`config.mk`:
```
export PLATFORM = sky130hd
export DESIGN_NAME = mcsj_top
export DESIGN_NICKNAME = d
export VERILOG_FILES = /design/src/rtl/mcsj_pkg.sv /design/src/rtl/mcsj_top.sv
export VERILOG_INCLUDE_DIRS = /design/src /design/src/rtl
export SDC_FILE = /design/constraint.sdc
export NUM_CORES = 1
export LEC_CHECK = 0
export ABC_CLOCK_PERIOD_IN_PS = 3120
export BUFFER_PORTS_ARGS = -buffer_cell sky130_fd_sc_hd__buf_2
export CORE_MARGIN = 10
export CORE_UTILIZATION = 40
export CTS_CLUSTER_DIAMETER = 40
export DETAILED_ROUTE_END_ITERATION = 8
export PLACE_DENSITY_LB_ADDON = 0.12
export SLEW_MARGIN = 20
export SYNTH_ARGS = -nofsm -noshare
export SYNTH_HDL_FRONTEND = slang
export SYNTH_SLANG_ARGS = --single-unit
export TNS_END_PERCENT = 5
```
`constraint.sdc`:
```
create_clock -name clk -period 3.12 [get_ports clk]
set_input_delay 0.156 -clock clk [delete_from_list [all_inputs] [get_ports clk]]
set_output_delay 0.156 -clock clk [all_outputs]
set_load 0.01 [all_outputs]
```
`src/rtl/mcsj_cfg.svh`:
```
`ifndef MCSJ_CFG_SVH
`define MCSJ_CFG_SVH
// Register port widths
`define MCSJ_ADDR_W 5
`define MCSJ_DATA_W 8
// Register offsets
`define MCSJ_OFF_MCTL 5'h0F
`define MCSJ_OFF_DELTA 5'h0E
`define MCSJ_OFF_DELAY 5'h0D
`define MCSJ_OFF_DEF 5'h0C
// Reset values
`define MCSJ_MCTL_RST 8'h00
`define MCSJ_DEF_RST 8'h40
`define MCSJ_DELTA_RST 4'h0
`define MCSJ_RPT_RST 4'h0
// Field positions in written bytes
`define MCSJ_SRST_BIT 4
`define MCSJ_DELTA_FLD 7:4
`define MCSJ_RPT_FLD 3:0
// Serial clock burst length
`define MCSJ_BURST_LEN 5'h10
// Serial clock shape in ns, clock period in ns
`define MCSJ_SCLK_HI_NS 14
`define MCSJ_SCLK_LO_NS 7
`define MCSJ_CLK_NS 100
// Least times round up, at least one cycle
`define MCSJ_SCLK_HI_CYC 2'((`MCSJ_SCLK_HI_NS + `MCSJ_CLK_NS - 1) / `MCSJ_CLK_NS)
`define MCSJ_SCLK_LO_CYC 2'((`MCSJ_SCLK_LO_NS + `MCSJ_CLK_NS - 1) / `MCSJ_CLK_NS)
// Soft reset length in cycles
`define MCSJ_SRST_CYC 3'h4
`endif

```
`src/rtl/mcsj_pkg.sv`:
```
package mcsj_pkg;
  `include "mcsj_cfg.svh"

  // Register request from the serial port logic
  typedef struct packed {
    logic                     wr;
    logic [`MCSJ_ADDR_W-1:0]  addr;
    logic [`MCSJ_DATA_W-1:0]  wdata;
  } mcsj_req_s;

  // Master control register layout
  typedef struct packed {
    logic gpio_echo_enable;
    logic digital_loopback_enable;
    logic analog_loopback_enable;
    logic soft_reset_bit;
    logic oscillator_dac_powerdown;
    logic receive_powerdown;
    logic transmit_powerdown;
    logic soft_reference_powerdown;
  } mcsj_mctl_s;

  // Jitter sequencer states
  typedef enum logic [1:0] {
    JIT_IDLE,
    JIT_WAIT,
    JIT_RUN
  } mcsj_jit_e;
endpackage

```
`src/rtl/mcsj_top.sv`:
```
// Operation
// - Echo bit puts GPIO 1,2 in frame
// - Digital loopback feeds receive into transmit
// - Analog loopback routes transmit to receive
// - Writing one to bit 4 soft-resets
// - Bit 3 powers down oscillator DAC
// - Bit 2 powers down receive channel
// - Bit 1 powers down transmit channel
// - Bit 0 powers down main reference
// - Other power-downs leave reference running
// - Master control resets to all zeros
// - Sample clock divides by half the default ratio
// - Ratio plus delta shifts sample phase
// - Digital loop mode halves sample clock
// - DAC clock jitters with ADC clock
// - Delta applied repeat periods after delay
// - Each armed sequence runs once only
// - Serial clock pulse has fixed shape
// - Sixteen serial clocks, idle until edge
// - Only delay write arms; it reads zero
// - Delay counts periods; zero, one invalid
// - Zero delta or repeat gives no jitter
`timescale 1ns/1ps
`include "mcsj_cfg.svh"
module mcsj_top (
  input  wire logic                    clk,
  input  wire logic                    rst_b,
  input  wire mcsj_pkg::mcsj_req_s     reg_req,
  input  wire logic [1:0]              gpio_in,
  input  wire logic                    dpll_mode_pin,
  output logic [`MCSJ_DATA_W-1:0]      rd_data,
  output logic [1:0]                   gpio_echo,
  output logic                         gpio_echo_enable,
  output logic                         digital_loopback_enable,
  output logic                         analog_loopback_enable,
  output logic                         soft_reset,
  output logic                         oscillator_dac_powerdown,
  output logic                         receive_powerdown,
  output logic                         transmit_powerdown,
  output logic                         soft_reference_powerdown,
  output logic                         adc_sample_clock,
  output logic                         dac_sample_clock,
  output logic                         serial_clk
);
  import mcsj_pkg::*;

  // Module state except the reset release chain
  typedef struct packed {
    mcsj_mctl_s mctl;        // Master control
    logic [7:0] def_ratio;   // Default divide ratio
    logic [3:0] delta;       // Signed ratio delta
    logic [3:0] rpt;         // Repeat count
    mcsj_jit_e  jit;         // Jitter sequencer
    logic [7:0] delay_left;  // Periods before jitter
    logic [3:0] rep_left;    // Jittered periods left
    logic [7:0] cnt;         // Divider count
    logic [7:0] cur_ratio;   // Ratio of this period
    logic       adc;         // Sample clock
    logic       dac;         // Converter clock
    logic       sclk;        // Serial clock
    logic [4:0] burst_left;  // Serial clocks left
    logic [1:0] ph;          // Serial clock phase
    logic [2:0] srst_cnt;    // Soft reset timer
    logic [1:0] gpio_s1;     // Pin sync stage one
    logic [1:0] gpio_s2;     // Pin sync stage two
    logic       dpll_s1;     // Mode sync stage one
    logic       dpll_s2;     // Mode sync stage two
    logic [1:0] echo;        // Echoed GPIO bits
    logic [7:0] rd;          // Read data
  } mcsj_state_s;

  mcsj_state_s q;            // Current state
  mcsj_state_s next_q;       // Next state
  logic [1:0]  rst_sync;     // Reset release chain
  logic        rst_n_s;      // Synchronised reset
  logic        wrap;         // Last count of period
  logic [7:0]  jit_ratio;    // Default plus delta
  logic [7:0]  half;         // Half of period
  logic [7:0]  quarter;      // Quarter of period
  logic        wr_mctl;      // Master control write
  logic        wr_delay;     // Delay register write

  // Reset release through two flops
  always_ff @(posedge clk or negedge rst_b) begin
    if (!rst_b) begin
      rst_sync <= 2'h0;
    end else begin
      rst_sync <= {rst_sync[0], 1'b1};
    end
  end
  assign rst_n_s = rst_sync[1];

  // Decodes and divider helpers
  assign wrap      = (q.cnt + 8'h01) >= q.cur_ratio;
  assign jit_ratio = q.def_ratio + {{4{q.delta[3]}}, q.delta};
  assign wr_mctl   = reg_req.wr && reg_req.addr == `MCSJ_OFF_MCTL;
  assign wr_delay  = reg_req.wr && reg_req.addr == `MCSJ_OFF_DELAY;

  // Next state
  always_comb begin
    next_q = q;
    // Pin synchronisers
    next_q.gpio_s1 = gpio_in;
    next_q.gpio_s2 = q.gpio_s1;
    next_q.dpll_s1 = dpll_mode_pin;
    next_q.dpll_s2 = q.dpll_s1;
    // Echo GPIO into frame only when enabled
    next_q.echo = q.mctl.gpio_echo_enable ? q.gpio_s2 : 2'h0;

    // Divider period and jitter sequence
    if (wrap) begin
      next_q.cnt = 8'h00;
      unique case (q.jit)
        JIT_IDLE: begin
          next_q.cur_ratio = q.def_ratio;
        end
        JIT_WAIT: begin
          // Delay counts whole divider periods
          if (q.delay_left == 8'h00) begin
            next_q.cur_ratio = jit_ratio;
            next_q.rep_left  = q.rep_left - 4'h1;
            next_q.jit       = JIT_RUN;
          end else begin
            next_q.delay_left = q.delay_left - 8'h01;
            next_q.cur_ratio  = q.def_ratio;
          end
        end
        JIT_RUN: begin
          if (q.rep_left != 4'h0) begin
            next_q.cur_ratio = jit_ratio;
            next_q.rep_left  = q.rep_left - 4'h1;
          end else begin
            // One shot: back to default until rearmed
            next_q.cur_ratio = q.def_ratio;
            next_q.jit       = JIT_IDLE;
          end
        end
      endcase
      // New burst at sample clock rise
      next_q.burst_left = `MCSJ_BURST_LEN;
      next_q.ph = `MCSJ_SCLK_HI_CYC + `MCSJ_SCLK_LO_CYC - 2'h1;
    end else begin
      next_q.cnt = q.cnt + 8'h01;
    end

    // Split points of the period now starting or running
    half    = next_q.cur_ratio >> 1;
    quarter = next_q.cur_ratio >> 2;
    // Sample clocks from the same count, so both jitter
    next_q.dac = (next_q.cnt < quarter) ||
                 (next_q.cnt >= half && next_q.cnt < half + quarter);
    next_q.adc = q.dpll_s2 ? (next_q.cnt < half) : next_q.dac;

    // Serial clock burst, fixed high and low
    if (!wrap && q.burst_left != 5'h00) begin
      if (q.ph == 2'h0) begin
        next_q.ph = `MCSJ_SCLK_HI_CYC + `MCSJ_SCLK_LO_CYC - 2'h1;
        next_q.burst_left = q.burst_left - 5'h01;
      end else begin
        next_q.ph = q.ph - 2'h1;
      end
    end
    // High while phase in upper part, quiet when burst done
    next_q.sclk = (q.burst_left != 5'h00) && (q.ph >= `MCSJ_SCLK_LO_CYC);

    // Register writes, ignored during soft reset
    if (reg_req.wr && q.srst_cnt == 3'h0) begin
      unique case (reg_req.addr)
        `MCSJ_OFF_MCTL: begin
          next_q.mctl = mcsj_mctl_s'(reg_req.wdata);
          // Writing one starts soft reset
          if (reg_req.wdata[`MCSJ_SRST_BIT]) begin
            next_q.srst_cnt = `MCSJ_SRST_CYC;
          end
        end
        `MCSJ_OFF_DEF: begin
          next_q.def_ratio = reg_req.wdata;
        end
        `MCSJ_OFF_DELTA: begin
          next_q.delta = reg_req.wdata[`MCSJ_DELTA_FLD];
          next_q.rpt   = reg_req.wdata[`MCSJ_RPT_FLD];
        end
        `MCSJ_OFF_DELAY: begin
          // Only this write arms, and only with delta and repeat
          if (q.delta != 4'h0 && q.rpt != 4'h0) begin
            next_q.jit        = JIT_WAIT;
            next_q.rep_left   = q.rpt;
            next_q.delay_left = (reg_req.wdata <= 8'h01) ?
                                8'h00 : reg_req.wdata - 8'h01;
          end
        end
        default: begin
          // Unmapped offsets ignored
        end
      endcase
    end

    // Soft reset returns registers to defaults
    if (q.srst_cnt != 3'h0) begin
      next_q.srst_cnt  = q.srst_cnt - 3'h1;
      next_q.mctl      = mcsj_mctl_s'(`MCSJ_MCTL_RST);
      next_q.def_ratio = `MCSJ_DEF_RST;
      next_q.delta     = `MCSJ_DELTA_RST;
      next_q.rpt       = `MCSJ_RPT_RST;
      next_q.jit       = JIT_IDLE;
    end
    // Bit reads one until soft reset is over
    next_q.mctl.soft_reset_bit = next_q.srst_cnt != 3'h0;

    // Read data; delay register keeps nothing
    unique case (reg_req.addr)
      `MCSJ_OFF_MCTL:  next_q.rd = q.mctl;
      `MCSJ_OFF_DEF:   next_q.rd = q.def_ratio;
      `MCSJ_OFF_DELTA: next_q.rd = {q.delta, q.rpt};
      default:         next_q.rd = 8'h00;
    endcase
  end

  // State register
  always_ff @(posedge clk or negedge rst_n_s) begin
    if (!rst_n_s) begin
      q <= '0;
      q.mctl <= mcsj_mctl_s'(`MCSJ_MCTL_RST);
      q.def_ratio <= `MCSJ_DEF_RST;
      q.cur_ratio <= `MCSJ_DEF_RST;
      q.jit <= JIT_IDLE;
    end else begin
      q <= next_q;
    end
  end

  // Outputs straight from state flops
  assign rd_data                  = q.rd;
  assign gpio_echo                = q.echo;
  assign gpio_echo_enable         = q.mctl.gpio_echo_enable;
  assign digital_loopback_enable  = q.mctl.digital_loopback_enable;
  assign analog_loopback_enable   = q.mctl.analog_loopback_enable;
  assign soft_reset               = q.mctl.soft_reset_bit;
  assign oscillator_dac_powerdown = q.mctl.oscillator_dac_powerdown;
  assign receive_powerdown        = q.mctl.receive_powerdown;
  assign transmit_powerdown       = q.mctl.transmit_powerdown;
  assign soft_reference_powerdown = q.mctl.soft_reference_powerdown;
  assign adc_sample_clock         = q.adc;
  assign dac_sample_clock         = q.dac;
  assign serial_clk               = q.sclk;
endmodule

```
==> flow_summary.toml <==
[power_and_ir_drop]
ir_drop_uv = 308.1
p_leak_nw = 3.437
cellPowerDensity_nw_per_um2 = 330.0

[synth]
synth_area_um2 = 5444
synthTopCellsByArea = "dfrtp_1 (38%), ha_1 (12%), nor2_1 (4.4%)"
synthSimpleGateAreaFrac_pct = 16.41
yosys.area.top_type_share_pct = 38.15
synthMostInstantiatedCell = "dfrtp_1"
yosysTopAreaCell = "dfrtp_1"
synthCells = 570
synth_compound_area_share_pct = 16.73
synth_cell_types = 73
synth_flop_cell = "dfrtp_1"
syn_nets = 641
synth_edf_count = 0
synth_xor_area_share_pct = 4.987
synth_top_cells_by_count = "dfrtp_1 (83), nor2_1 (64), ha_1 (51)"
synthMuxAreaShare_pct = 4.872
synth_seq_cells = 85
synthAdderAreaFrac_pct = 12.09
avgSynthCellArea_um2 = 9.551
async_flop_share_pct = 100.0
synth_top_family_by_area = "compound AO/OA/AOI/OAI gates"
ys_warn_count = 0
synth_seq_area_share_pct = 39.12

[floorplan]
die_h_um = 136.7
core_area_um2 = 13300
boundaryPins = 40
die_area_um2 = 18680
initial_core_util_pct = 40.95
fp-row-count = 42
die-width_um = 136.7

[sta]
worst_pin_slew_ns = 0.7738
fin_skew_ns = 0.01421
setup_viol = 3
fin_crit_ns = 4.420
period_share_pct = 141.7
finalHoldViolCount = 0
slew_violations = 0
max_slew_margin_pct = 47.85
rsz0062_at_grt = "true"
setup_ws_ns = -1.300
holdWs_ns = 0.1268
max_freq_mhz = 226.2

[layout]
fin_nets = 798
antennaDiodeCount = 0
synthToLayoutAreaGrowth_pct = 35.44
fill_cells = 1197
final_area_um2 = 7373
drive_gt1_share_pct = 34.70

[worst_setup_path]
crit_start = "q[37]"
worst_path_most_repeated_cell = "ha_4"
slowest_delay_ns = 0.43
crit_end = "adc_sample_clock"
worst-setup-path-type = "flip-flop to flip-flop"
regToRegSetupSlack_ns = -1.30
reg2reg_from = "q[37]"
cp.arrival_ns = 4.62
rr_worst_depth = 22
cp_cell_sequence = "ha_4, nand2_4, o21a_1, nor2_2, inv_2, ha_4, a21o_1, a21oi_4, o31a_4, a221o_1, a21boi_4, ha_4, nand3_2, nand2_2, a311o_1, xnor2_1, ha_1, nand4_1, a311oi_1, o211ai_1, o211ai_1, a31oi_1"
cp.required_ns = 3.32
path_max_fanout = 5
cp-start-kind = "flip-flop"
critPathSlowestCell = "dfrtp_2"
end_kind = "flip-flop"
r2r-end = "adc_sample_clock"

[cts]
clock_path_buffers = 2
cts-buffers-inserted = 9
clk_latency_ns = 0.35
clkSlewWorstSetupHoldPaths_ns = 0.06
root_buffer = "clkbuf_16"
cts.sinks = 85
cts_tree = "yes"
htreeDepth = 3

[worst_hold_path]
hold_path.class = "input pin to async pin"

[place]
place.gp.congestion = 0.8709
post_dp_cell_area_um2 = 6743
io_buffers = 39
dp_hpwl_um = 11140

[grt]
grt_max_degree = 84
antenna_found_initial = 0
grt_pass1_wl_um = 24780
grtUsageTotal_pct = 16.52
grt_pass1_vias = 5076
grt-ovfl-total = 0

[drt]
via_per_inst = 5.218
routedWlPerCell_um = 16.44
first_pass_iters = 5
drt_iter0_markers = 209
drc = 0
antenna_left = 0
routed_wl_um = 14930
vias = 4738

[outcome]
violations = "setup timing"
status = "finished with violations"

[job]
maxCapViolations = 0
==> flip-flops by register name, indices dropped and copies added, names as in the netlist, 2 cells and up <==
signal / cells
rd_data: 8
gpio_echo: 2
rst_sync: 2
next_q: 3
q: 59
==> layout make-up <==
type	instances	area [um2]	area share (%)
clock buffer	11	242.7	3.292
tap	176	220.2	2.987
inverter	37	138.9	1.884
multi-input combinational	417	3297	44.71
clock inverter	5	41.29	0.5600
sequential	85	2136	28.97
timing repair buffer	177	1297	17.60
==> critical path: cells and delay by family (launching register included) <==
family / cells / cell delay, ns
AO/OA/AOI/OAI: 11 / 2.16
adder cells (fa/ha/maj): 4 / 0.99
flip-flops: 1 / 0.43
AND/OR/NAND/NOR: 5 / 0.47
buffers and inverters: 1 / 0.06
XOR/XNOR: 1 / 0.15
==> report_power, final <==
| group | switching [mW] | leakage (nW) | internal (mW) |
|---|---|---|---|
| registers | 0.0288 | 1.10 | 1.14 |
| logic | 0.150 | 2.21 | 0.0838 |
| clock network | 0.466 | 0.133 | 0.569 |
| total | 0.645 | 3.44 | 1.79 |
==> through the flow <==
stage	setup slack, ns	std cells	total power, mW	setup TNS [ns]	util (%)
final	-1.300	908	2.433	-2.667	55.46
after floorplan	-1.144	570	1.325	-2.236	-
after global routing	-1.522	908	2.546	-3.502	55.46
after global placement	-1.189	873	1.404	-2.338	50.72
after detailed placement	-1.281	873	1.415	-2.523	50.72
after CTS	-1.245	896	2.453	-2.545	54.00
==> layout by cell type (no fill, tap or decap), drive strengths merged, types with 3 or more instances in the layout <==
cell,count
mux2i,22
nor4,8
o21ai,30
o21a,3
a211oi,3
nand3,14
dlygate4sd3,4
buf,173
and3,3
xor2,13
o31ai,5
inv,39
a21o,6
nand2b,3
nor3b,3
nor2b,5
a21oi,26
a221oi,5
a31oi,7
and2,11
o22ai,9
o31a,3
a311oi,4
xnor2,18
mux2,4
nor2,64
nand2,39
nor3,13
a22oi,7
o211ai,4
dfrtp,83
clkbuf,11
ha,51
or3,4
==> worst min-delay path by stage <==
stage	from	end	slack (ns)
floorplan	rst_b	rst_sync[0]	-0.14
global placement	rst_b	rst_sync[0]	-0.06
detailed placement	rst_b	rst_sync[0]	-0.06
CTS	rst_b	rst_sync[1]	0.11
global route	rst_b	rst_sync[1]	0.13
finish	rst_b	rst_sync[1]	0.13
==> routing by layer <==
layer	GRT usage [%]	share of wire (%)	wire length, um
met5	0	0	0
met4	6.213	2.0	295
met3	2.456	3.0	447
met2	28.88	51	7565
met1	20.01	44	6622
==> timing repair <==
item                                   CTS  global route
setup endpoints to repair                3            10
hold buffers                             4             0
pin swaps                                6            27
endpoints found under the hold margin    5             0
setup buffers                            2            11
gates cloned                             1             0
resized for setup                       12            25
==> cells by family (layout without fill, tap and decap cells) <==
kind of cell               after synthesis  in the layout
other                                    1              1
adders and majority gates               52             52
muxes                                   26             26
buffers and inverters                   68            230
xor gates and xnor gates                31             31
AOI/OAI and AO/OA                      128            128
DFF                                     85             85
and+or+nand+nor                        179            179
Power figures use the tool's default switching activity.
